## config.mk

```make
export PLATFORM = sky130hd
export DESIGN_NAME = dflash_seq
export DESIGN_NICKNAME = d
export VERILOG_FILES = /design/src/include/dflash_pkg.sv /design/src/include/flash_mem_if.sv /design/src/core/dflash_seq.sv /design/src/core/dflash_array.sv
export SDC_FILE = /design/constraint.sdc
export NUM_CORES = 2
export LEC_CHECK = 0
export BUFFER_PORTS_ARGS = -buffer_cell sky130_fd_sc_hd__buf_2
export CAP_MARGIN = 10
export CORE_MARGIN = 2
export CORE_UTILIZATION = 40
export CTS_BUF_LIST = sky130_fd_sc_hd__clkbuf_8 sky130_fd_sc_hd__clkbuf_16
export CTS_CLUSTER_DIAMETER = 80
export DETAILED_ROUTE_END_ITERATION = 8
export PLACE_DENSITY_LB_ADDON = 0.12
export SETUP_SLACK_MARGIN = 0.05
export SLEW_MARGIN = 0
export SYNTH_ARGS = -nofsm -noshare
export SYNTH_HDL_FRONTEND = slang
export SYNTH_MEMORY_MAX_BITS = 65536
export SYNTH_SLANG_ARGS = --single-unit
```

## constraint.sdc

```tcl
create_clock -name clk -period 7.07 [get_ports clk]
set_input_delay 0 -clock clk [delete_from_list [all_inputs] [get_ports clk]]
set_output_delay 0 -clock clk [all_outputs]
set_load 0.02 [all_outputs]
```

## src/include/dflash_pkg.sv

```systemverilog
// shared constants for the data-flash command sequencer
package dflash_pkg;
    // wishbone register offsets (byte addresses)
    localparam logic [7:0] ADDR_INDEX = 8'h00;
    localparam logic [7:0] ADDR_PARAM = 8'h04;
    localparam logic [7:0] ADDR_STATUS = 8'h08;
    localparam logic [7:0] ADDR_ERR_STATUS = 8'h0c;
    localparam logic [7:0] ADDR_CONFIG = 8'h10;
    localparam logic [7:0] ADDR_ERR_CONFIG = 8'h14;
    localparam logic [7:0] ADDR_MODE = 8'h18;
    localparam logic [7:0] ADDR_PROT = 8'h1c;
    // command codes
    localparam logic [7:0] CMD_ERASE_VERIFY = 8'h10;
    localparam logic [7:0] CMD_PROGRAM = 8'h11;
    localparam logic [7:0] CMD_SECTOR_ERASE = 8'h12;
    // parameter indices
    localparam logic [2:0] IDX_BLOCK = 3'h0;
    localparam logic [2:0] IDX_ADDR = 3'h1;
    localparam logic [2:0] IDX_DATA0 = 3'h2;
    localparam logic [2:0] IDX_DATA3 = 3'h5;
    localparam int NUM_PARAMS = 6;
    // data-flash address window, global [22:0]
    localparam logic [6:0] DF_BLOCK_ID = 7'h10;
    localparam logic [15:0] DF_START = 16'h0000;
    localparam logic [16:0] DF_END = 17'h08000;
    localparam logic [15:0] SECTOR_MASK = 16'hff00;
    // status bit positions
    localparam int ST_DONE = 7;
    localparam int ST_ACC_ERR = 5;
    localparam int ST_PROT_VIOL = 4;
    localparam int ST_MG1 = 1;
    localparam int ST_MG0 = 0;
    localparam int ES_DFD = 1;
    localparam int ES_SFD = 0;
    localparam int CF_DONE_IE = 7;
    // timing
    localparam int CLK_MHZ = 100;
    localparam int OP_TIME_NS = 200;
    localparam int OP_CYCLES = (OP_TIME_NS * CLK_MHZ + 999) / 1000;
    typedef enum logic [2:0] {
        ST_IDLE = 3'b000,
        ST_CHECK = 3'b001,
        ST_WRITE = 3'b010,
        ST_ERASE = 3'b011,
        ST_VERIFY = 3'b100,
        ST_WAIT = 3'b101
    } seq_state_e;
endpackage

```

## src/include/flash_mem_if.sv

```systemverilog
// array access bundle between sequencer and word memory
`timescale 1ns/1ps
interface flash_mem_if;
    logic we;
    logic [13:0] addr;
    logic [15:0] wdata;
    logic [15:0] rdata;
    modport ctrl (output we, output addr, output wdata, input rdata);
    modport mem (input we, input addr, input wdata, output rdata);
endinterface

```

## src/core/dflash_seq.sv

```systemverilog
// data-flash command sequencer with launch checks and irq requests
//
// Our own choices: the register addresses and the Wishbone register port.
`timescale 1ns/1ps
// Behaviour
// - erase-verify checks range erased, sets complete
// - erase-verify needs index 010 at launch
// - mode disallowed command sets access error
// - invalid global address sets access error
// - odd address sets access error
// - verify range past block end errors
// - verify read errors set status bits
// - index sets word count, then verify
// - program index outside 010..101 errors
// - program words past block end errors
// - protected area gives violation, no change
// - post-operation verify errors set status bits
// - sector erase erases and verifies sector
// - sector erase needs index 001
// - complete flag gated by its enable
// - double fault flag gated to irq
// - single fault flag gated to irq
// - irq outputs are and/or of flags
module dflash_seq (
    // clock and reset
    input wire logic clk,
    input wire logic rst_n,
    // wishbone slave
    input wire logic cyc_i,
    input wire logic stb_i,
    input wire logic we_i,
    input wire logic [7:0] adr_i,
    input wire logic [3:0] sel_i,
    input wire logic [31:0] dat_i,
    output logic [31:0] dat_o,
    output logic ack_o,
    // ecc status from the array read path
    input wire logic ecc_single_i,
    input wire logic ecc_double_i,
    // interrupt requests
    output logic cmd_irq,
    output logic err_irq
);
    flash_mem_if mif ();
    dflash_array u_array (
        .clk(clk),
        .m(mif)
    );

    logic [2:0] param_word_index_r;
    logic [15:0] command_param_word_r [0:dflash_pkg::NUM_PARAMS-1];
    logic cmd_complete_flag_r, access_error_flag_r, protect_violation_flag_r;
    logic verify_status_hi_r, verify_status_lo_r;
    logic double_fault_flag_r, single_fault_flag_r;
    logic cmd_complete_irq_en_r, double_fault_irq_en_r, single_fault_irq_en_r;
    logic [7:0] mode_allow_r;
    logic [7:0] prot_bound_r;
    logic ack_r;
    logic [31:0] dat_r;
    dflash_pkg::seq_state_e state_r;
    logic [2:0] launch_idx_r;
    logic [15:0] addr_r;
    logic [15:0] count_r;
    logic [15:0] done_r;
    logic [7:0] wait_r;
    logic [2:0] wptr_r;
    logic rd_pend_r;
    logic mem_we;
    logic [15:0] mem_wdata;

    // decode helper used by writes and reads
    function automatic logic hit(input logic [7:0] a, input logic [7:0] off);
        hit = (a == off);
    endfunction

    logic bus_req, bus_wr, launch, clr_acc, clr_fpv, clr_dfd, clr_sfd;
    assign bus_req = cyc_i & stb_i & ~ack_r;
    assign bus_wr = cyc_i & stb_i & ack_r & we_i & sel_i[0]; // at ack edge
    // writing 1 to complete starts a command; ignored while busy
    assign launch = bus_wr & hit(adr_i, dflash_pkg::ADDR_STATUS)
        & dat_i[dflash_pkg::ST_DONE] & cmd_complete_flag_r;
    assign clr_acc = bus_wr & hit(adr_i, dflash_pkg::ADDR_STATUS)
        & dat_i[dflash_pkg::ST_ACC_ERR];
    assign clr_fpv = bus_wr & hit(adr_i, dflash_pkg::ADDR_STATUS)
        & dat_i[dflash_pkg::ST_PROT_VIOL];
    assign clr_dfd = bus_wr & hit(adr_i, dflash_pkg::ADDR_ERR_STATUS)
        & dat_i[dflash_pkg::ES_DFD];
    assign clr_sfd = bus_wr & hit(adr_i, dflash_pkg::ADDR_ERR_STATUS)
        & dat_i[dflash_pkg::ES_SFD];

    // single-cycle ack, one wait-free answer per request
    always_ff @(posedge clk) begin
        if (!rst_n) begin
            ack_r <= 1'b0;
        end else begin
            ack_r <= bus_req;
        end
    end
    assign ack_o = ack_r;

    // parameter words and configuration; index and parameter writes refused while busy
    always_ff @(posedge clk) begin
        if (!rst_n) begin
            param_word_index_r <= 3'h0;
            cmd_complete_irq_en_r <= 1'b0;
            double_fault_irq_en_r <= 1'b0;
            single_fault_irq_en_r <= 1'b0;
            mode_allow_r <= 8'h07;
            prot_bound_r <= 8'h00;
            for (int i = 0; i < dflash_pkg::NUM_PARAMS; i++) begin
                command_param_word_r[i] <= 16'h0000;
            end
        end else if (bus_wr) begin
            if (hit(adr_i, dflash_pkg::ADDR_INDEX) && cmd_complete_flag_r) begin
                param_word_index_r <= dat_i[2:0];
            end else if (hit(adr_i, dflash_pkg::ADDR_PARAM)
                         && cmd_complete_flag_r
                         && param_word_index_r <= dflash_pkg::IDX_DATA3) begin
                command_param_word_r[param_word_index_r] <= dat_i[15:0];
            end else if (hit(adr_i, dflash_pkg::ADDR_CONFIG)) begin
                cmd_complete_irq_en_r <= dat_i[dflash_pkg::CF_DONE_IE];
            end else if (hit(adr_i, dflash_pkg::ADDR_ERR_CONFIG)) begin
                double_fault_irq_en_r <= dat_i[dflash_pkg::ES_DFD];
                single_fault_irq_en_r <= dat_i[dflash_pkg::ES_SFD];
            end else if (hit(adr_i, dflash_pkg::ADDR_MODE)) begin
                mode_allow_r <= dat_i[7:0];
            end else if (hit(adr_i, dflash_pkg::ADDR_PROT)) begin
                prot_bound_r <= dat_i[7:0];
            end
        end
    end

    // read data mux, registered with the ack
    always_ff @(posedge clk) begin
        if (!rst_n) begin
            dat_r <= 32'h0000_0000;
        end else if (bus_req && !we_i) begin
            dat_r <= 32'h0000_0000;
            if (hit(adr_i, dflash_pkg::ADDR_INDEX)) begin
                dat_r[2:0] <= param_word_index_r;
            end else if (hit(adr_i, dflash_pkg::ADDR_PARAM)) begin
                if (param_word_index_r <= dflash_pkg::IDX_DATA3) begin
                    dat_r[15:0] <= command_param_word_r[param_word_index_r];
                end
            end else if (hit(adr_i, dflash_pkg::ADDR_STATUS)) begin
                dat_r[dflash_pkg::ST_DONE] <= cmd_complete_flag_r;
                dat_r[dflash_pkg::ST_ACC_ERR] <= access_error_flag_r;
                dat_r[dflash_pkg::ST_PROT_VIOL] <= protect_violation_flag_r;
                dat_r[dflash_pkg::ST_MG1] <= verify_status_hi_r;
                dat_r[dflash_pkg::ST_MG0] <= verify_status_lo_r;
            end else if (hit(adr_i, dflash_pkg::ADDR_ERR_STATUS)) begin
                dat_r[dflash_pkg::ES_DFD] <= double_fault_flag_r;
                dat_r[dflash_pkg::ES_SFD] <= single_fault_flag_r;
            end else if (hit(adr_i, dflash_pkg::ADDR_CONFIG)) begin
                dat_r[dflash_pkg::CF_DONE_IE] <= cmd_complete_irq_en_r;
            end else if (hit(adr_i, dflash_pkg::ADDR_ERR_CONFIG)) begin
                dat_r[dflash_pkg::ES_DFD] <= double_fault_irq_en_r;
                dat_r[dflash_pkg::ES_SFD] <= single_fault_irq_en_r;
            end else if (hit(adr_i, dflash_pkg::ADDR_MODE)) begin
                dat_r[7:0] <= mode_allow_r;
            end else if (hit(adr_i, dflash_pkg::ADDR_PROT)) begin
                dat_r[7:0] <= prot_bound_r;
            end
        end
    end
    assign dat_o = dat_r;

    // launch-time checks, combinational on the loaded parameters
    logic [7:0] cmd_code;
    logic [15:0] start_a;
    logic [17:0] end_a;
    logic [2:0] nwords;
    logic chk_acc, chk_prot, is_ev, is_pg, is_se;
    always_comb begin
        cmd_code = command_param_word_r[dflash_pkg::IDX_BLOCK][15:8];
        start_a = command_param_word_r[dflash_pkg::IDX_ADDR];
        is_ev = (cmd_code == dflash_pkg::CMD_ERASE_VERIFY);
        is_pg = (cmd_code == dflash_pkg::CMD_PROGRAM);
        is_se = (cmd_code == dflash_pkg::CMD_SECTOR_ERASE);
        nwords = launch_idx_r - dflash_pkg::IDX_DATA0 + 3'h1;
        end_a = 18'(start_a);
        chk_acc = 1'b0;
        chk_prot = 1'b0;
        if (is_ev) begin
            chk_acc = (launch_idx_r != dflash_pkg::IDX_DATA0);
            // section end check, wide enough for any count
            end_a = 18'(start_a) + 18'({command_param_word_r[2], 1'b0});
            chk_acc = chk_acc | (end_a > dflash_pkg::DF_END);
        end else if (is_pg) begin
            chk_acc = (launch_idx_r < dflash_pkg::IDX_DATA0)
                    | (launch_idx_r > dflash_pkg::IDX_DATA3);
            end_a = 18'(start_a) + 18'({nwords, 1'b0});
            chk_acc = chk_acc | (end_a > dflash_pkg::DF_END);
        end else if (is_se) begin
            chk_acc = (launch_idx_r != dflash_pkg::IDX_ADDR);
        end else begin
            chk_acc = 1'b1;
        end
        if ((is_ev && !mode_allow_r[0]) || (is_pg && !mode_allow_r[1])
            || (is_se && !mode_allow_r[2])) begin
            chk_acc = 1'b1;
        end
        if (command_param_word_r[dflash_pkg::IDX_BLOCK][6:0]
            != dflash_pkg::DF_BLOCK_ID
            || {1'b0, start_a} >= dflash_pkg::DF_END) begin
            chk_acc = 1'b1;
        end
        if (start_a[0]) begin
            chk_acc = 1'b1;
        end
        // protected area below bound; never for verify
        chk_prot = (is_pg || is_se) && (start_a[15:8] < prot_bound_r);
    end

    // command sequencer
    always_ff @(posedge clk) begin
        if (!rst_n) begin
            state_r <= dflash_pkg::ST_IDLE;
            launch_idx_r <= 3'h0;
            addr_r <= 16'h0000;
            count_r <= 16'h0000;
            done_r <= 16'h0000;
            wait_r <= 8'h00;
            wptr_r <= 3'h0;
            rd_pend_r <= 1'b0;
        end else begin
            case (state_r)
                dflash_pkg::ST_IDLE: begin
                    if (launch) begin
                        state_r <= dflash_pkg::ST_CHECK;
                        launch_idx_r <= param_word_index_r;
                    end
                end
                dflash_pkg::ST_CHECK: begin
                    done_r <= 16'h0000;
                    wptr_r <= dflash_pkg::IDX_DATA0;
                    wait_r <= 8'(dflash_pkg::OP_CYCLES);
                    if (chk_acc || chk_prot) begin
                        state_r <= dflash_pkg::ST_IDLE;
                    end else if (is_ev) begin
                        addr_r <= start_a;
                        count_r <= command_param_word_r[2];
                        state_r <= dflash_pkg::ST_VERIFY;
                    end else if (is_pg) begin
                        addr_r <= start_a;
                        count_r <= {13'h0000, nwords};
                        state_r <= dflash_pkg::ST_WRITE;
                    end else begin
                        // whole sector from any inner address
                        addr_r <= start_a & dflash_pkg::SECTOR_MASK;
                        count_r <= ~dflash_pkg::SECTOR_MASK / 16'h0002 + 16'h1;
                        state_r <= dflash_pkg::ST_ERASE;
                    end
                end
                dflash_pkg::ST_WRITE, dflash_pkg::ST_ERASE: begin
                    // one word per cycle, count from index or sector size
                    if (done_r + 16'h1 == count_r) begin
                        state_r <= dflash_pkg::ST_WAIT;
                        done_r <= 16'h0000;
                    end else begin
                        done_r <= done_r + 16'h1;
                    end
                    wptr_r <= wptr_r + 3'h1;
                end
                dflash_pkg::ST_WAIT: begin
                    // program/erase pulse time before verify
                    if (wait_r == 8'h01) begin
                        state_r <= dflash_pkg::ST_VERIFY;
                    end
                    wait_r <= wait_r - 8'h01;
                    wptr_r <= dflash_pkg::IDX_DATA0;
                end
                dflash_pkg::ST_VERIFY: begin
                    // walk range; read data lags one cycle
                    rd_pend_r <= (done_r != count_r);
                    if (done_r == count_r) begin
                        if (!rd_pend_r) begin
                            state_r <= dflash_pkg::ST_IDLE;
                        end
                    end else begin
                        done_r <= done_r + 16'h1;
                        wptr_r <= wptr_r + 3'h1;
                    end
                end
                default: state_r <= dflash_pkg::ST_IDLE;
            endcase
        end
    end

    // array port drive
    logic [15:0] offs;
    assign offs = {done_r[14:0], 1'b0};
    assign mem_we = (state_r == dflash_pkg::ST_WRITE)
                  | (state_r == dflash_pkg::ST_ERASE);
    assign mem_wdata = (state_r == dflash_pkg::ST_ERASE) ? 16'hffff
                     : command_param_word_r[wptr_r];
    assign mif.we = mem_we;
    assign mif.addr = 14'((addr_r + offs) >> 1);
    assign mif.wdata = mem_wdata;

    // expected value for the word being compared
    logic [15:0] expect_r;
    logic chk_erased;
    assign chk_erased = ~is_pg;
    always_ff @(posedge clk) begin
        if (!rst_n) begin
            expect_r <= 16'h0000;
        end else begin
            expect_r <= chk_erased ? 16'hffff : command_param_word_r[wptr_r];
        end
    end
    logic mismatch;
    assign mismatch = rd_pend_r & (mif.rdata != expect_r);

    // status flags; hardware set wins over software clear
    always_ff @(posedge clk) begin
        if (!rst_n) begin
            cmd_complete_flag_r <= 1'b1;
            access_error_flag_r <= 1'b0;
            protect_violation_flag_r <= 1'b0;
            verify_status_hi_r <= 1'b0;
            verify_status_lo_r <= 1'b0;
        end else begin
            if (launch) begin
                cmd_complete_flag_r <= 1'b0;
                verify_status_hi_r <= 1'b0;
                verify_status_lo_r <= 1'b0;
            end else if (state_r == dflash_pkg::ST_CHECK
                         && (chk_acc || chk_prot)) begin
                cmd_complete_flag_r <= 1'b1;
            end else if (state_r == dflash_pkg::ST_VERIFY
                         && done_r == count_r && !rd_pend_r) begin
                cmd_complete_flag_r <= 1'b1;
            end
            if (state_r == dflash_pkg::ST_CHECK && chk_acc) begin
                access_error_flag_r <= 1'b1;
            end else if (clr_acc) begin
                access_error_flag_r <= 1'b0;
            end
            if (state_r == dflash_pkg::ST_CHECK && !chk_acc && chk_prot) begin
                protect_violation_flag_r <= 1'b1;
            end else if (clr_fpv) begin
                protect_violation_flag_r <= 1'b0;
            end
            if (rd_pend_r && (mismatch || ecc_single_i || ecc_double_i)) begin
                verify_status_hi_r <= 1'b1;
            end
            if (rd_pend_r && ecc_double_i) begin
                verify_status_lo_r <= 1'b1;
            end
        end
    end

    // ecc fault flags, write one to clear
    always_ff @(posedge clk) begin
        if (!rst_n) begin
            double_fault_flag_r <= 1'b0;
            single_fault_flag_r <= 1'b0;
        end else begin
            if (rd_pend_r && ecc_double_i) begin
                double_fault_flag_r <= 1'b1;
            end else if (clr_dfd) begin
                double_fault_flag_r <= 1'b0;
            end
            if (rd_pend_r && ecc_single_i) begin
                single_fault_flag_r <= 1'b1;
            end else if (clr_sfd) begin
                single_fault_flag_r <= 1'b0;
            end
        end
    end

    assign cmd_irq = cmd_complete_flag_r & cmd_complete_irq_en_r;
    assign err_irq = (double_fault_flag_r & double_fault_irq_en_r)
                   | (single_fault_flag_r & single_fault_irq_en_r);
endmodule

```

## src/core/dflash_array.sv

```systemverilog
// word-wide data-flash array model with registered read port
`timescale 1ns/1ps
module dflash_array (
    // clock
    input wire logic clk,
    // array port
    flash_mem_if.mem m
);
    logic [15:0] mem_r [0:255];
    logic [15:0] rdata_r;

    // write and registered read; small array keeps sim cheap
    always_ff @(posedge clk) begin
        if (m.we) begin
            mem_r[m.addr[7:0]] <= m.wdata;
        end
        rdata_r <= mem_r[m.addr[7:0]];
    end
    assign m.rdata = rdata_r;
endmodule

```

==> metrics <==
top-area cell type share of the netlist area=74.1%; DR iter-0 viols=9028; crit-path max cell delay=1.46 ns; die width=658 µm; RSZ-0062 raised after global routing=false; cell chain of the critical path=ha_4 > fa_4 > buf_12 > buf_4 > mux4_2 > mux4_2 > mux2i_1 > a211oi_2 > a31oi_1 > mux2i_1; CP Launch Type=flop; worst r2r path cells=10; Clk pin slew, worst setup/hold paths=0.06 ns; Syn Std Cell Area=171000 µm²; Clock Skew=0.0610 ns; vias per cell=5.70; FF+latch count, synth=4366; sequential share of the synthesized area=75.8%; DR pass1 iterations=6; R2R Path Start=done_r[0]; total number of vias=82660; # port buffers=50; CP startpoint=done_r[0]; leakage power=61.9 nW; mean post-synth cell area=21.9 µm²; status=finished with violations; Max stage delay cell, worst path=fa_4; Final Cycle Share=80.2%; CTS tree=done; total grt overflow=0; Worst Hold Class=in2reg; P&R area growth vs syn=15.0%; crit-path max FO=32; fraction of registers with async set or reset after synthesis=0%; layout cell share with drive strength beyond 1=29.9%; IO Pins=86; initial antenna violation count=24; post-route ant nets=0; DRC Markers=0; kind of critical path=reg2reg; Synth Flop Type=edfxtp_1; post-cts resize count=0; FP Rows=240; Final Max Tran Viols=96; Worst setup EP type=flop; H-tree levels=5; CP arrival=6.49 ns; multi-input logic area=40000 µm²; area of the core=427000 µm²; post-route minimum period=5.67 ns; # setup viols final=0; number of flops mapped to enable cells by yosys=4224; drt total wl=464000 µm; average wire per standard cell=32.0 µm; Synth area leaders=edfxtp_1 74%, mux4_2 18%, dfxtp_1 1.7%, nor2_1 0.93%, mux2i_1 0.77%; Post-Synthesis Cells=7811; Max Cap Violations=0; Clock Sinks=4366; FF-to-FF End=u_array.m.rdata[14]; Total Routing Usage GR=21.2%; CTS buffer count=459; Die Span Y=658 µm; first-pass GRT wire length=653000 µm; Final Hold Fails=0; later-pin clock latency in the skew report=0.99 ns; routability cong.=0.829; Data required, critical path=7.89 ns; dpl hpwl=271000 µm; worst reg-to-reg setup slack=1.40 ns; initial core utilization=40.1%; CTS root buf=clkbuf_16; fillers=35435; worst-margin pin slew=1.69 ns; Slew HR=-12.8%; vias in the first global route=84181; CTS Buffer Depth=4; final net count=8518; Reg area=130000 µm²; Ys Warns=0; leading area contributor after synthesis=edfxtp_1; largest net degree at the start of global routing=200; Unique masters post-synth=84; final setup TNS=0 ns; fmax=176 MHz; failing checks=slew limit; Worst VDD drop=207 µV; Critical Path End=u_array.m.rdata[14]; pwr dens=284 nW/µm²; Tot Pwr=0.0559 W; die area=433000 µm²
per-layer routing:
layer  up-vias  track usage (%)  routed length (µm)
met2      2804             33.5              220000
met1     45283             31.0              203000
li1      33989                -                   -
met3       582             3.27               30200
met5         -                0                  13
met4         2             5.13               11400
power by group:
part	total [W]	internal, W	switching [W]
logic	0.00309	0.00108	0.00200
registers	0.0291	0.0290	0.0000619
clock network	0.0238	0.0137	0.0101
total	0.0559	0.0438	0.0121
through the flow:
stage / area [µm²] / hold WS, ns / cells / setup WS (ns) / utilization [%]
final: 197000 / 0.0969 / 14511 / 1.40 / 46.1
after global routing: 197000 / 0.0570 / 14501 / 1.30 / 46.1
after CTS: 197000 / 0.00172 / 14495 / 1.40 / 46.1
after detailed placement: 181000 / 0.302 / 13580 / 1.48 / 42.5
after global placement: 181000 / 0.296 / 13580 / 1.47 / 42.5
after floorplan: 171000 / 0.125 / 7858 / 1.55 / -
cell usage in the layout (no fill, tap or decap), types with 96 or more instances in the layout:
cell type	Yosys	routed
buf_4	17	402
clkbuf_16	0	468
clkinv_1	0	117
clkinv_2	0	96
dfxtp_1	142	138
edfxtp_1	4224	4224
inv_1	43	125
mux2i_1	131	131
mux4_2	1342	1342
nand2_1	332	304
nand3_1	129	125
nor2_1	424	357
worst min path at each step:
stage	startpoint	to	depth (start not counted)
floorplan	dat_i[0]	mode_allow_r[0]	2
detailed placement	ecc_double_i	verify_status_lo_r	3
CTS	dat_i[7]	command_param_word_r[4][7]	3
finish	dat_i[7]	command_param_word_r[4][7]	3
global route	dat_i[7]	command_param_word_r[4][7]	3
global placement	ecc_single_i	single_fault_flag_r	3
logic make-up (layout without fill, tap and decap cells):
kind of cell | count (synthesis) | in the layout | share of synthesized area [%]
other | 1 | 60 | 0.00219
muxes | 1483 | 1483 | 18.5
DFF | 4366 | 4366 | 75.8
AOI/OAI and AO/OA | 257 | 257 | 1.01
buffers and inverters | 508 | 1462 | 1.20
adders and majority gates | 42 | 42 | 0.320
and+or+nand+nor | 1071 | 1071 | 2.73
xor gates and xnor gates | 83 | 83 | 0.425
timing repair:
item / 4_1_cts / 5_1_grt
buffers inserted: 0 / 0
endpoints found under the hold margin: 218 / 0
hold buffers: 67 / 0
cell usage after synthesis (27+ instances only):
| cell type | n |
|---|---|
| o21ai_0 | 29 |
| a211oi_1 | 45 |
| mux2i_1 | 131 |
| edfxtp_1 | 4224 |
| nand2_1 | 332 |
| a21oi_1 | 66 |
| inv_1 | 43 |
| buf_2 | 37 |
| a31oi_1 | 36 |
| nand3_1 | 129 |
| nor2_1 | 424 |
| clkbuf_1 | 348 |
| dfxtp_1 | 142 |
| xor2_1 | 56 |
| mux4_2 | 1342 |
| buf_1 | 60 |
| xnor2_1 | 27 |
| ha_1 | 39 |
| nor3_1 | 33 |
| and3_1 | 62 |
state kept, by name (all words and copies together), names as in the netlist, 16 cells and up, named ones only:
| register | flops |
|---|---|
| u_array.m.rdata | 16 |
| count_r | 16 |
| expect_r | 16 |
| command_param_word_r | 128 |
| dat_o | 16 |
| u_array.mem_r | 4096 |
| done_r | 16 |
critical path: cells and delay by family (launching register included):
kind | cells | cell delay (ns)
muxes | 4 | 1.76
adders and majority gates | 2 | 1.67
AOI/OAI and AO/OA | 2 | 0.96
buffers and inverters | 2 | 0.56
DFF | 1 | 0.40
final cells by class:
class / count / area share [%]
Clock inverter: 371 / 1.52
Multi-Input combinational cell: 2984 / 20.3
Antenna cell: 12 / 0.0153
Clock buffer: 477 / 6.01
Inverter: 43 / 0.0820
Timing Repair Buffer: 571 / 2.53
Sequential cell: 4366 / 65.9
Tap cell: 5687 / 3.62
(Power assumes the default switching activity.)
